==> config.mk <==
export PLATFORM = sky130hd
export DESIGN_NAME = instr_cycle_timing
export DESIGN_NICKNAME = d
export VERILOG_FILES = /design/src/instr_cycle_timing.v
export VERILOG_INCLUDE_DIRS = /design/src /design/src/src
export SDC_FILE = /design/constraint.sdc
export NUM_CORES = 1
export LEC_CHECK = 0
export BUFFER_PORTS_ARGS = -buffer_cell sky130_fd_sc_hd__buf_4
export CAP_MARGIN = 20
export CORE_MARGIN = 2
export CORE_UTILIZATION = 32
export CTS_CLUSTER_DIAMETER = 60
export DETAILED_ROUTE_END_ITERATION = 10
export RECOVER_POWER = 25
export SYNTH_ARGS = -nofsm -noshare
export SYNTH_HDL_FRONTEND = slang
export SYNTH_SLANG_ARGS = --single-unit
==> constraint.sdc <==
create_clock -name mclk -period 1.8 [get_ports mclk]
set_input_delay 0.27 -clock mclk [delete_from_list [all_inputs] [get_ports mclk]]
set_output_delay 0.27 -clock mclk [all_outputs]
set_load 0.005 [all_outputs]
==> src/instr_cycle_timing_map.vh <==
`ifndef INSTR_CYCLE_TIMING_MAP_VH
`define INSTR_CYCLE_TIMING_MAP_VH
// Instruction class codes
`define CLS_ADC_ACC      5'h00
`define CLS_ADC_IMM_RM   5'h01
`define CLS_ADC_RM_REG   5'h02
`define CLS_ADD_ACC      5'h03
`define CLS_ADD_IMM_RM   5'h04
`define CLS_ADD_RM_REG   5'h05
`define CLS_AND_ACC      5'h06
`define CLS_AND_IMM_RM   5'h07
`define CLS_AND_RM_REG   5'h08
`define CLS_BOUND        5'h09
`define CLS_JMP_DIRECT   5'h0A
`define CLS_JCC          5'h0B
`define CLS_JCXZ         5'h0C
// Cycle counts, wide bus / narrow bus
`define CYC_ONE          7'h01
`define CYC_ADC_IMM_W    7'h03
`define CYC_ADC_IMM_N    7'h0D
`define CYC_ADC_RM_W     7'h10
`define CYC_ADC_RM_N     7'h18
`define CYC_ADD_IMM_W    7'h13
`define CYC_ADD_IMM_N    7'h20
`define CYC_ADD_RM_W     7'h14
`define CYC_ADD_RM_N     7'h1C
`define CYC_AND_IMM_W    7'h18
`define CYC_AND_IMM_N    7'h21
`define CYC_AND_RM_W     7'h0C
`define CYC_AND_RM_N     7'h0F
`define CYC_BOUND_OK_W   7'h14
`define CYC_BOUND_INT_W  7'h28
`define CYC_BOUND_OK_N   7'h18
`define CYC_BOUND_INT_N  7'h40
`define CYC_JMP          7'h03
`define CYC_JCC_TAKEN    7'h05
`define CYC_JCXZ_TAKEN   7'h04
// Clock output low hold after reset release, in oscillator periods
`define CLKOUT_HOLD_PER  2'h2
`endif
==> src/instr_cycle_timing.v <==
// Functional notes
// - Core stays in reset while the active-low reset input is low.
// - Clock output resynchronises on the rising edge of the reset input.
// - Release with clock output high forces it low for two oscillator periods.
// - Release with clock output low leaves its phase unchanged.
// - Cycle counts are identical across all versions of each variant.
// - Immediate-to-accumulator ADC, ADD, AND take one cycle on both variants.
// - ADC immediate to register/memory takes 3 or 13 cycles.
// - ADC register with register/memory: 1 register, 16 or 24 memory.
// - ADD immediate to register/memory: 1 register, 19 or 32 memory.
// - ADD register with register/memory: 1 register, 20 or 28 memory.
// - AND immediate to register/memory: 1 register, 24 or 33 memory.
// - AND register with register/memory: 1 register, 12 or 15 memory.
// - Bounds check 20/40 on wide bus, 24/64 on narrow bus.
// - Direct jump within segment takes three cycles on both variants.
// - Conditional jumps 3/5; count-register-zero jump 3/4.
`include "instr_cycle_timing_map.vh"
module instr_cycle_timing #(
    parameter NARROW_BUS = 0 // 0: 16-bit bus variant, 1: 8-bit bus variant
) (
    input  wire       mclk,       // Oscillator clock
    input  wire       reset,      // Synchronous reset, active high
    input  wire       resin_n,    // External reset input, active low
    input  wire       start,      // Start an instruction, one-cycle pulse
    input  wire [4:0] instr_cls,  // Instruction class code
    input  wire       mem_opnd,   // Operand is memory, else register
    input  wire       cond_taken, // Jump taken or bounds interrupt taken
    output wire       core_rst,   // Core held in reset
    output wire       clkout,     // System clock output
    output wire       busy,       // Instruction executing
    output wire       done,       // Last cycle of instruction, pulse
    output wire [6:0] cycles      // Cycle count of the last started instruction
);

    // Execution state codes
    localparam ST_IDLE = 1'b0;
    localparam ST_EXEC = 1'b1;

    // Previous sample of the reset input
    reg       rst_in_ff;
    // Clock output divider and low-stretch counter
    reg       clk_ff;
    reg [1:0] hold_ff;
    // Execution state and remaining-cycle counter
    reg       state_ff;
    reg [6:0] cnt_ff;
    // Latency of the last accepted instruction
    reg [6:0] cyc_ff;
    // Next-state values
    reg       nxt_clk;
    reg [1:0] nxt_hold;
    reg [6:0] nxt_cnt;
    reg       nxt_state;
    // Latency of the class now on the inputs
    reg [6:0] lat;
    // Release edge and start qualifier
    wire      rel_edge;
    wire      accept;

    // Pick wide or narrow figure
    function [6:0] pick;
        input       nb;
        input [6:0] w;
        input [6:0] n;
        begin
            pick = nb ? n : w;
        end
    endfunction

    // Register or memory figure
    function [6:0] rm;
        input       m;
        input [6:0] r;
        input [6:0] mv;
        begin
            rm = m ? mv : r;
        end
    endfunction

    // Latency lookup; same figures for every version of a variant
    always @* begin
        lat = `CYC_ONE;
        case (instr_cls)
            // Immediate to accumulator: single cycle everywhere
            `CLS_ADC_ACC, `CLS_ADD_ACC, `CLS_AND_ACC: begin
                lat = `CYC_ONE;
            end
            // Carry-add immediate: one figure whatever the operand kind
            `CLS_ADC_IMM_RM: begin
                lat = pick(NARROW_BUS, `CYC_ADC_IMM_W, `CYC_ADC_IMM_N);
            end
            // Carry-add between register and register/memory
            `CLS_ADC_RM_REG: begin
                lat = rm(mem_opnd, `CYC_ONE, pick(NARROW_BUS, `CYC_ADC_RM_W, `CYC_ADC_RM_N));
            end
            // Add immediate to register/memory
            `CLS_ADD_IMM_RM: begin
                lat = rm(mem_opnd, `CYC_ONE, pick(NARROW_BUS, `CYC_ADD_IMM_W, `CYC_ADD_IMM_N));
            end
            // Add between register and register/memory
            `CLS_ADD_RM_REG: begin
                lat = rm(mem_opnd, `CYC_ONE, pick(NARROW_BUS, `CYC_ADD_RM_W, `CYC_ADD_RM_N));
            end
            // Logical AND immediate to register/memory
            `CLS_AND_IMM_RM: begin
                lat = rm(mem_opnd, `CYC_ONE, pick(NARROW_BUS, `CYC_AND_IMM_W, `CYC_AND_IMM_N));
            end
            // Logical AND between register and register/memory
            `CLS_AND_RM_REG: begin
                lat = rm(mem_opnd, `CYC_ONE, pick(NARROW_BUS, `CYC_AND_RM_W, `CYC_AND_RM_N));
            end
            // Bounds check: the interrupt path is the long one
            `CLS_BOUND: begin
                if (cond_taken) begin
                    lat = pick(NARROW_BUS, `CYC_BOUND_INT_W, `CYC_BOUND_INT_N);
                end else begin
                    lat = pick(NARROW_BUS, `CYC_BOUND_OK_W, `CYC_BOUND_OK_N);
                end
            end
            // Direct jump within the segment
            `CLS_JMP_DIRECT: begin
                lat = `CYC_JMP;
            end
            // Conditional jump: taken costs two more cycles
            `CLS_JCC: begin
                if (cond_taken) begin
                    lat = `CYC_JCC_TAKEN;
                end else begin
                    lat = `CYC_JMP;
                end
            end
            // Count-register-zero jump: taken costs one more cycle
            `CLS_JCXZ: begin
                if (cond_taken) begin
                    lat = `CYC_JCXZ_TAKEN;
                end else begin
                    lat = `CYC_JMP;
                end
            end
            // Unused class codes finish in one cycle
            default: begin
                lat = `CYC_ONE;
            end
        endcase
    end

    // Rising edge of the reset input against the previous sample
    assign rel_edge = resin_n && !rst_in_ff;

    // Clock output next state: a release seen while high stretches the low phase
    always @* begin
        nxt_clk  = ~clk_ff;
        nxt_hold = hold_ff;
        if (rel_edge && clk_ff) begin
            nxt_clk  = 1'b0;
            nxt_hold = `CLKOUT_HOLD_PER - 2'h1;
        end else if (hold_ff != 2'h0) begin
            nxt_clk  = 1'b0;
            nxt_hold = hold_ff - 2'h1;
        end else begin
            nxt_clk  = ~clk_ff;
            nxt_hold = 2'h0;
        end
    end

    // Previous reset-input sample; runs through reset as well, so the first
    // edge after reset compares against a real sample and sees no false release
    always @(posedge mclk) begin
        rst_in_ff <= resin_n;
    end

    // Clock output divider
    always @(posedge mclk) begin
        if (reset) begin
            clk_ff  <= 1'b0;
            hold_ff <= 2'h0;
        end else begin
            clk_ff  <= nxt_clk;
            hold_ff <= nxt_hold;
        end
    end

    // Start is taken only while idle and out of reset
    assign accept = start && (state_ff == ST_IDLE) && resin_n;

    // Execution counter next state
    always @* begin
        nxt_state = state_ff;
        nxt_cnt   = cnt_ff;
        case (state_ff)
            ST_IDLE: begin
                if (start) begin
                    nxt_state = ST_EXEC;
                    nxt_cnt   = lat;
                end
            end
            ST_EXEC: begin
                nxt_cnt = cnt_ff - 7'h01;
                if (cnt_ff == 7'h01) begin
                    nxt_state = ST_IDLE;
                    nxt_cnt   = 7'h00;
                end
            end
            default: begin
                nxt_state = ST_IDLE;
                nxt_cnt   = 7'h00;
            end
        endcase
    end

    // Execution state; a low reset input aborts and holds the core idle
    always @(posedge mclk) begin
        if (reset) begin
            state_ff <= ST_IDLE;
            cnt_ff   <= 7'h00;
        end else if (!resin_n) begin
            state_ff <= ST_IDLE;
            cnt_ff   <= 7'h00;
        end else begin
            state_ff <= nxt_state;
            cnt_ff   <= nxt_cnt;
        end
    end

    // Latency capture for the cycles output
    always @(posedge mclk) begin
        if (reset) begin
            cyc_ff <= 7'h00;
        end else if (accept) begin
            cyc_ff <= lat;
        end
    end

    assign core_rst = ~resin_n | reset;
    assign clkout   = clk_ff;
    assign busy     = (state_ff == ST_EXEC);
    assign done     = (state_ff == ST_EXEC) && (cnt_ff == 7'h01);
    assign cycles   = cyc_ff;

endmodule // instr_cycle_timing

After elaboration in Yosys (flattened, before gate mapping)
Index checks and enable logic that the tools add are counted.
- add/subtract/negate cells: 2
- equal/unequal tests: 12
- muxes and demuxes: 17
- bitwise operators: 5
- reductions and logical operators: 11
- operators by type and width (kind ; number):
    case mux 6 bit (9 select lines) ; 1
    == test 5 x 4 -> 1 bit, second input constant ; 5
    2-to-1 mux 5 bit ; 4
    == test 5 x 3 -> 1 bit, second input constant ; 3
    2-to-1 mux 7 bit ; 2
    case mux 7 bit (2 select lines) ; 1
    == test 7 x 1 -> 1 bit, second input constant ; 1
    subtractor 7 x 1 -> 7 bit, second input constant ; 1
    2-to-1 mux 3 bit ; 2
    2-to-1 mux 6 bit ; 1
    OR reduction 3 bit ; 2
    == test 5 x 1 -> 1 bit, second input constant ; 1
    == test 5 x 2 -> 1 bit, second input constant ; 1
    logical AND 1 bit ; 5
    2-to-1 mux 1 bit ; 4
    2-to-1 mux 4 bit ; 1
    NOT 1 bit ; 4
    OR reduction 2 bit ; 2
    inequality test 2 bit, second input constant ; 1
    case mux 1 bit (2 select lines) ; 1
    nonzero test 2 bit ; 1
    subtractor 2 x 1 -> 2 bit, second input constant ; 1
    logical NOT 1 bit ; 1
    bitwise OR 1 bit ; 1
- register bits: 19
- input port bits: 11
- output and inout bits: 11
- word-level logic and storage cells: 54

Longest topological paths before layout
- depth in word-level cells: 5
- gate-level depth with buffers: 7
- mapped depth without buffers: 7

Least setup slack after synthesis
OpenSTA, ideal clock, no wires.
- kind: register -> register
- from: register cnt_ff[0]
- to: register cnt_ff[6]
- setup time: 0.129 ns
- data arrival time: 1.225 ns
- data required time: 1.671 ns
- setup slack: 0.446 ns
- stages on the path, launching flop included: 7
- path buffers: 0
- clock period less this slack: 1.354 ns
- path through: dfxtp_1 inv_1 ha_1 nand2_1 or3b_1 a31oi_1 nor2_1
- word-level cells in the longest chain between the ends: 3
- elaborated cells on any way between the ends: 4
- those cells by class: 1 x add/sub; 1 x eq/ne; 2 x mux
- ends and longest elaborated chain (item ; line ; RTL):
    start, declared ; instr_cycle_timing.v:46 ; reg [6:0] cnt_ff;
    start signal, assigned ; instr_cycle_timing.v:221 ; cnt_ff <= nxt_cnt;
    subtractor 7 x 1 -> 7 bit / == test 7 x 1 -> 1 bit (equally long branches) ; instr_cycle_timing.v:198, instr_cycle_timing.v:199 ;
    2-to-1 mux 7 bit (*) ; instr_cycle_timing.v:199 ; if (cnt_ff == 7'h01) begin
    case mux 7 bit (2 select lines) (*) ; instr_cycle_timing.v:190 ; case (state_ff)
Mark *: on every way between the ends. The rest lies on a longest branch, timed or not.
A chain may end at the register's enable or synchronous reset.

Worst setup path after layout
- from: register cnt_ff[2]
- to: output done
- word-level cells in the longest chain between the ends: 2
- ends and longest elaborated chain (item ; line ; RTL):
    == test 7 x 1 -> 1 bit ; instr_cycle_timing.v:237 ; assign done = (state_ff == ST_EXEC) && (cnt_ff == 7'h01);
    logical AND 1 bit ; instr_cycle_timing.v:237 ;
    end, declared ; instr_cycle_timing.v:31 ; output wire done,
No other way between the ends.

==> impl_metrics.tcl <==
set metrics [dict create \
    grt_pass1_vias 1019 \
    end_kind "output pin" \
    die_h_um 63.3 \
    holdWs_ns 0.145 \
    die_area_um2 4010 \
    synth-compound-area-share_pct 26.8 \
    yosysWarnings 0 \
    cts.sinks 18 \
    drc 0 \
    ys_top_cells_by_count "21 x nor2_1, 18 x dfxtp_1, 9 x inv_1" \
    hold-path-endpoint "rst_in_ff$_DFF_P_" \
    num_rows 21 \
    maxSlewViolCount 0 \
    grt_start_max_net_pins 13 \
    drv_cap 0 \
    grt_pass1_wl_um 4500 \
    hold_depth 1 \
    synth_xor_area_share_pct 1.56 \
    wl_um 2510 \
    synth-seq-cells 18 \
    synth_seq_area_share_pct 32.0 \
    die_w_um 63.3 \
    cts_max_path_buffers 2 \
    final_net_count 172 \
    htreeDepth 1 \
    status "complete, no violations" \
    dp_hpwl_um 1860 \
    vias 1050 \
    peakVddDrop_mv 0.189 \
    postSynth.asyncResetShare_pct 0 \
    synth_area_um2 1130 \
    crit_required_ns 1.53 \
    crit_start "cnt_ff[2]$_SDFFE_PP0P_" \
    powerDensity_nw_per_um2 665 \
    synth_edf_count 0 \
    core-area_um2 3360 \
    grt_overflow 0 \
    fmax_mhz 587 \
    final_cell_count_no_fill 202 \
    hold_viol 0 \
    yosysMostFrequentCell "nor2_1" \
    syn_avg_cell_area_um2 8.16 \
    period_share_pct 94.6 \
    slowest_delay_ns 0.39 \
    cts_tree "done" \
    diodes 0 \
    setup_ws_ns 0.0978 \
    muxShareOfSynthArea_pct 0.889 \
    viasPerCell 5.20 \
    area_growth_pct 19.1 \
    drive_gt1_share_pct 23.7 \
    p_leak_nw 0.532 \
    yosys.area_share.simple_pct 25.4 \
    clk_pin_slew_worst_paths_ns 0.11 \
    crit_slowest_cell "dfxtp_1" \
    dr.pass1.iters 4 \
    grt_antenna_before_repair 0 \
    rr_startpoint "cnt_ff[0]$_SDFFE_PP0P_" \
    fin_skew_ns 0.000864 \
    synthAdderAreaFrac_pct 4.44 \
    fin_setup_tns_ns 0 \
    dpl.cell_count 198 \
    io_pins 22 \
    dpl_worst_slack_ns 0.299 \
    cts_root_buf "clkbuf_4" \
    ant_nets 0 \
    gp_congestion 0.894 \
    synth_area_leaders "dfxtp_1 32%, nor2_1 7.0%, ha_1 4.4%, a21oi_1 3.6%, inv_1 3.0%" \
    ys.flop_type "dfxtp_1" \
    setup_viol 0 \
    avgRoutedWirePerCell_um 12.4 \
    r2r_slack_ns 0.31 \
    cts_setup_buffers 0 \
    holdBufCountCts 0 \
    initial_core_util_pct 33.5 \
    layout_min_cycle_time_ns 1.70 \
    arrival_ns 1.43 \
    rsz0062_at_grt "false" \
    critical_path.max_fanout 7 \
    cts-buffers-inserted 3 \
    rr_worst_depth 7 \
    worstReg2RegEnd "cnt_ff[6]$_SDFFE_PP0P_" \
    path_class "reg2out" \
    synth_largest_area_cell "dfxtp_1" \
    port_buffers 20 \
    syn_nets 153 \
    drtIter0Drc 51 \
    groute.usage.overall_pct 13.6 \
    synth_top_area_share_pct 32.0 \
    synth_top_family_by_area "compound AO/OA/AOI/OAI gates" \
    critPathLaunchType "flip-flop" \
    hold_class "in2reg" \
    synth_cell_types 51 \
    crit_chain "nor3_4 -> nand3_4 -> nor2_1 -> buf_4" \
    syn_inst 138 \
    clk_latency_ns 0.29 \
    min-delay-start "resin_n" \
]
==> how the worst max path moves through the flow <==
stage               slack, ns                     end  depth (start not counted)
finish                    0.1                    done                          4
global route             0.03                    done                          4
CTS                      0.03                    done                          4
detailed placement       0.30                    done                          4
global placement         0.29                    done                          4
floorplan                0.45  cnt_ff[6]$_SDFFE_PP0P_                          6
==> worst max-delay path: cells and delay by family (launching register included) <==
| kind | cells | cell delay [ns] |
|---|---|---|
| buffers and inverters | 1 | 0.13 |
| and+or+nand+nor | 3 | 0.61 |
| DFF | 1 | 0.39 |
==> cell usage in the layout (no fill, tap or decap), drive strengths merged, types with 2 or more instances in the layout <==
master | synthesis | routed
nor2 | 21 | 21
dfxtp | 18 | 18
buf | 6 | 17
inv | 10 | 10
a21oi | 9 | 9
clkbuf | 2 | 9
nand2 | 7 | 7
nand2b | 5 | 5
nor3 | 5 | 5
o21ai | 5 | 5
a211oi | 5 | 5
a31oi | 4 | 4
ha | 4 | 4
nor4 | 4 | 4
or2 | 2 | 2
nand3b | 2 | 2
a211o | 2 | 2
o31ai | 2 | 2
nand3 | 2 | 2
o22ai | 2 | 2
and3 | 2 | 2
==> cells by family after synthesis <==
logic type,count (synthesis)
multiplexers,1
other,1
AO/OA/AOI/OAI,41
XOR/XNOR,2
adder cells (fa/ha/maj),4
buffers and inverters,18
AND/OR/NAND/NOR,53
flip-flops,18
==> cell type report <==
class	instances	area, um2
tap	46	57.6
multi-input combinational	102	688
timing repair buffer	22	161
sequential	18	360
inverter	10	37.5
fill	364	2020
clock buffer	4	36.3
==> where the power goes <==
part	leakage (nW)	total, mW	internal [mW]	switching [mW]
Clock	0.0210	0.254	0.123	0.131
Sequential	0.148	0.437	0.420	0.0177
Combinational	0.363	0.201	0.0900	0.111
==> registers in the layout (all words and copies together), names as in the netlist <==
signal and cells:
busy 1, cycles 6, hold_ff 2, rst_in_ff 1, clkout 1, cnt_ff 7
==> stage by stage <==
step / cell area [um2] / util [%] / total power, mW
6_report: 1340 / 39.9 / 0.892
5_1_grt: 1340 / 39.9 / 0.947
4_1_cts: 1330 / 39.6 / 0.897
3_5_place_dp: 1290 / 38.4 / 0.641
3_3_place_gp: 1290 / 38.4 / 0.639
2_1_floorplan: 1130 / - / 0.577
==> per-layer routing <==
layer / global-route usage [%] / vias to the layer above / share of wire (%)
met5: 0 / - / 0
met3: 2.14 / 2 / 2.6
li1: - / 532 / -
met1: 18.1 / 497 / 48
met4: 5.43 / 0 / 0.36
met2: 22.0 / 19 / 49
==> timing repair <==
item	4_1_cts	5_1_grt
gates resized for setup	1	2
endpoints found under the setup margin	1	1
hold endpoints to repair	0	0
No activity file was read; power rests on OpenSTA's default activity.
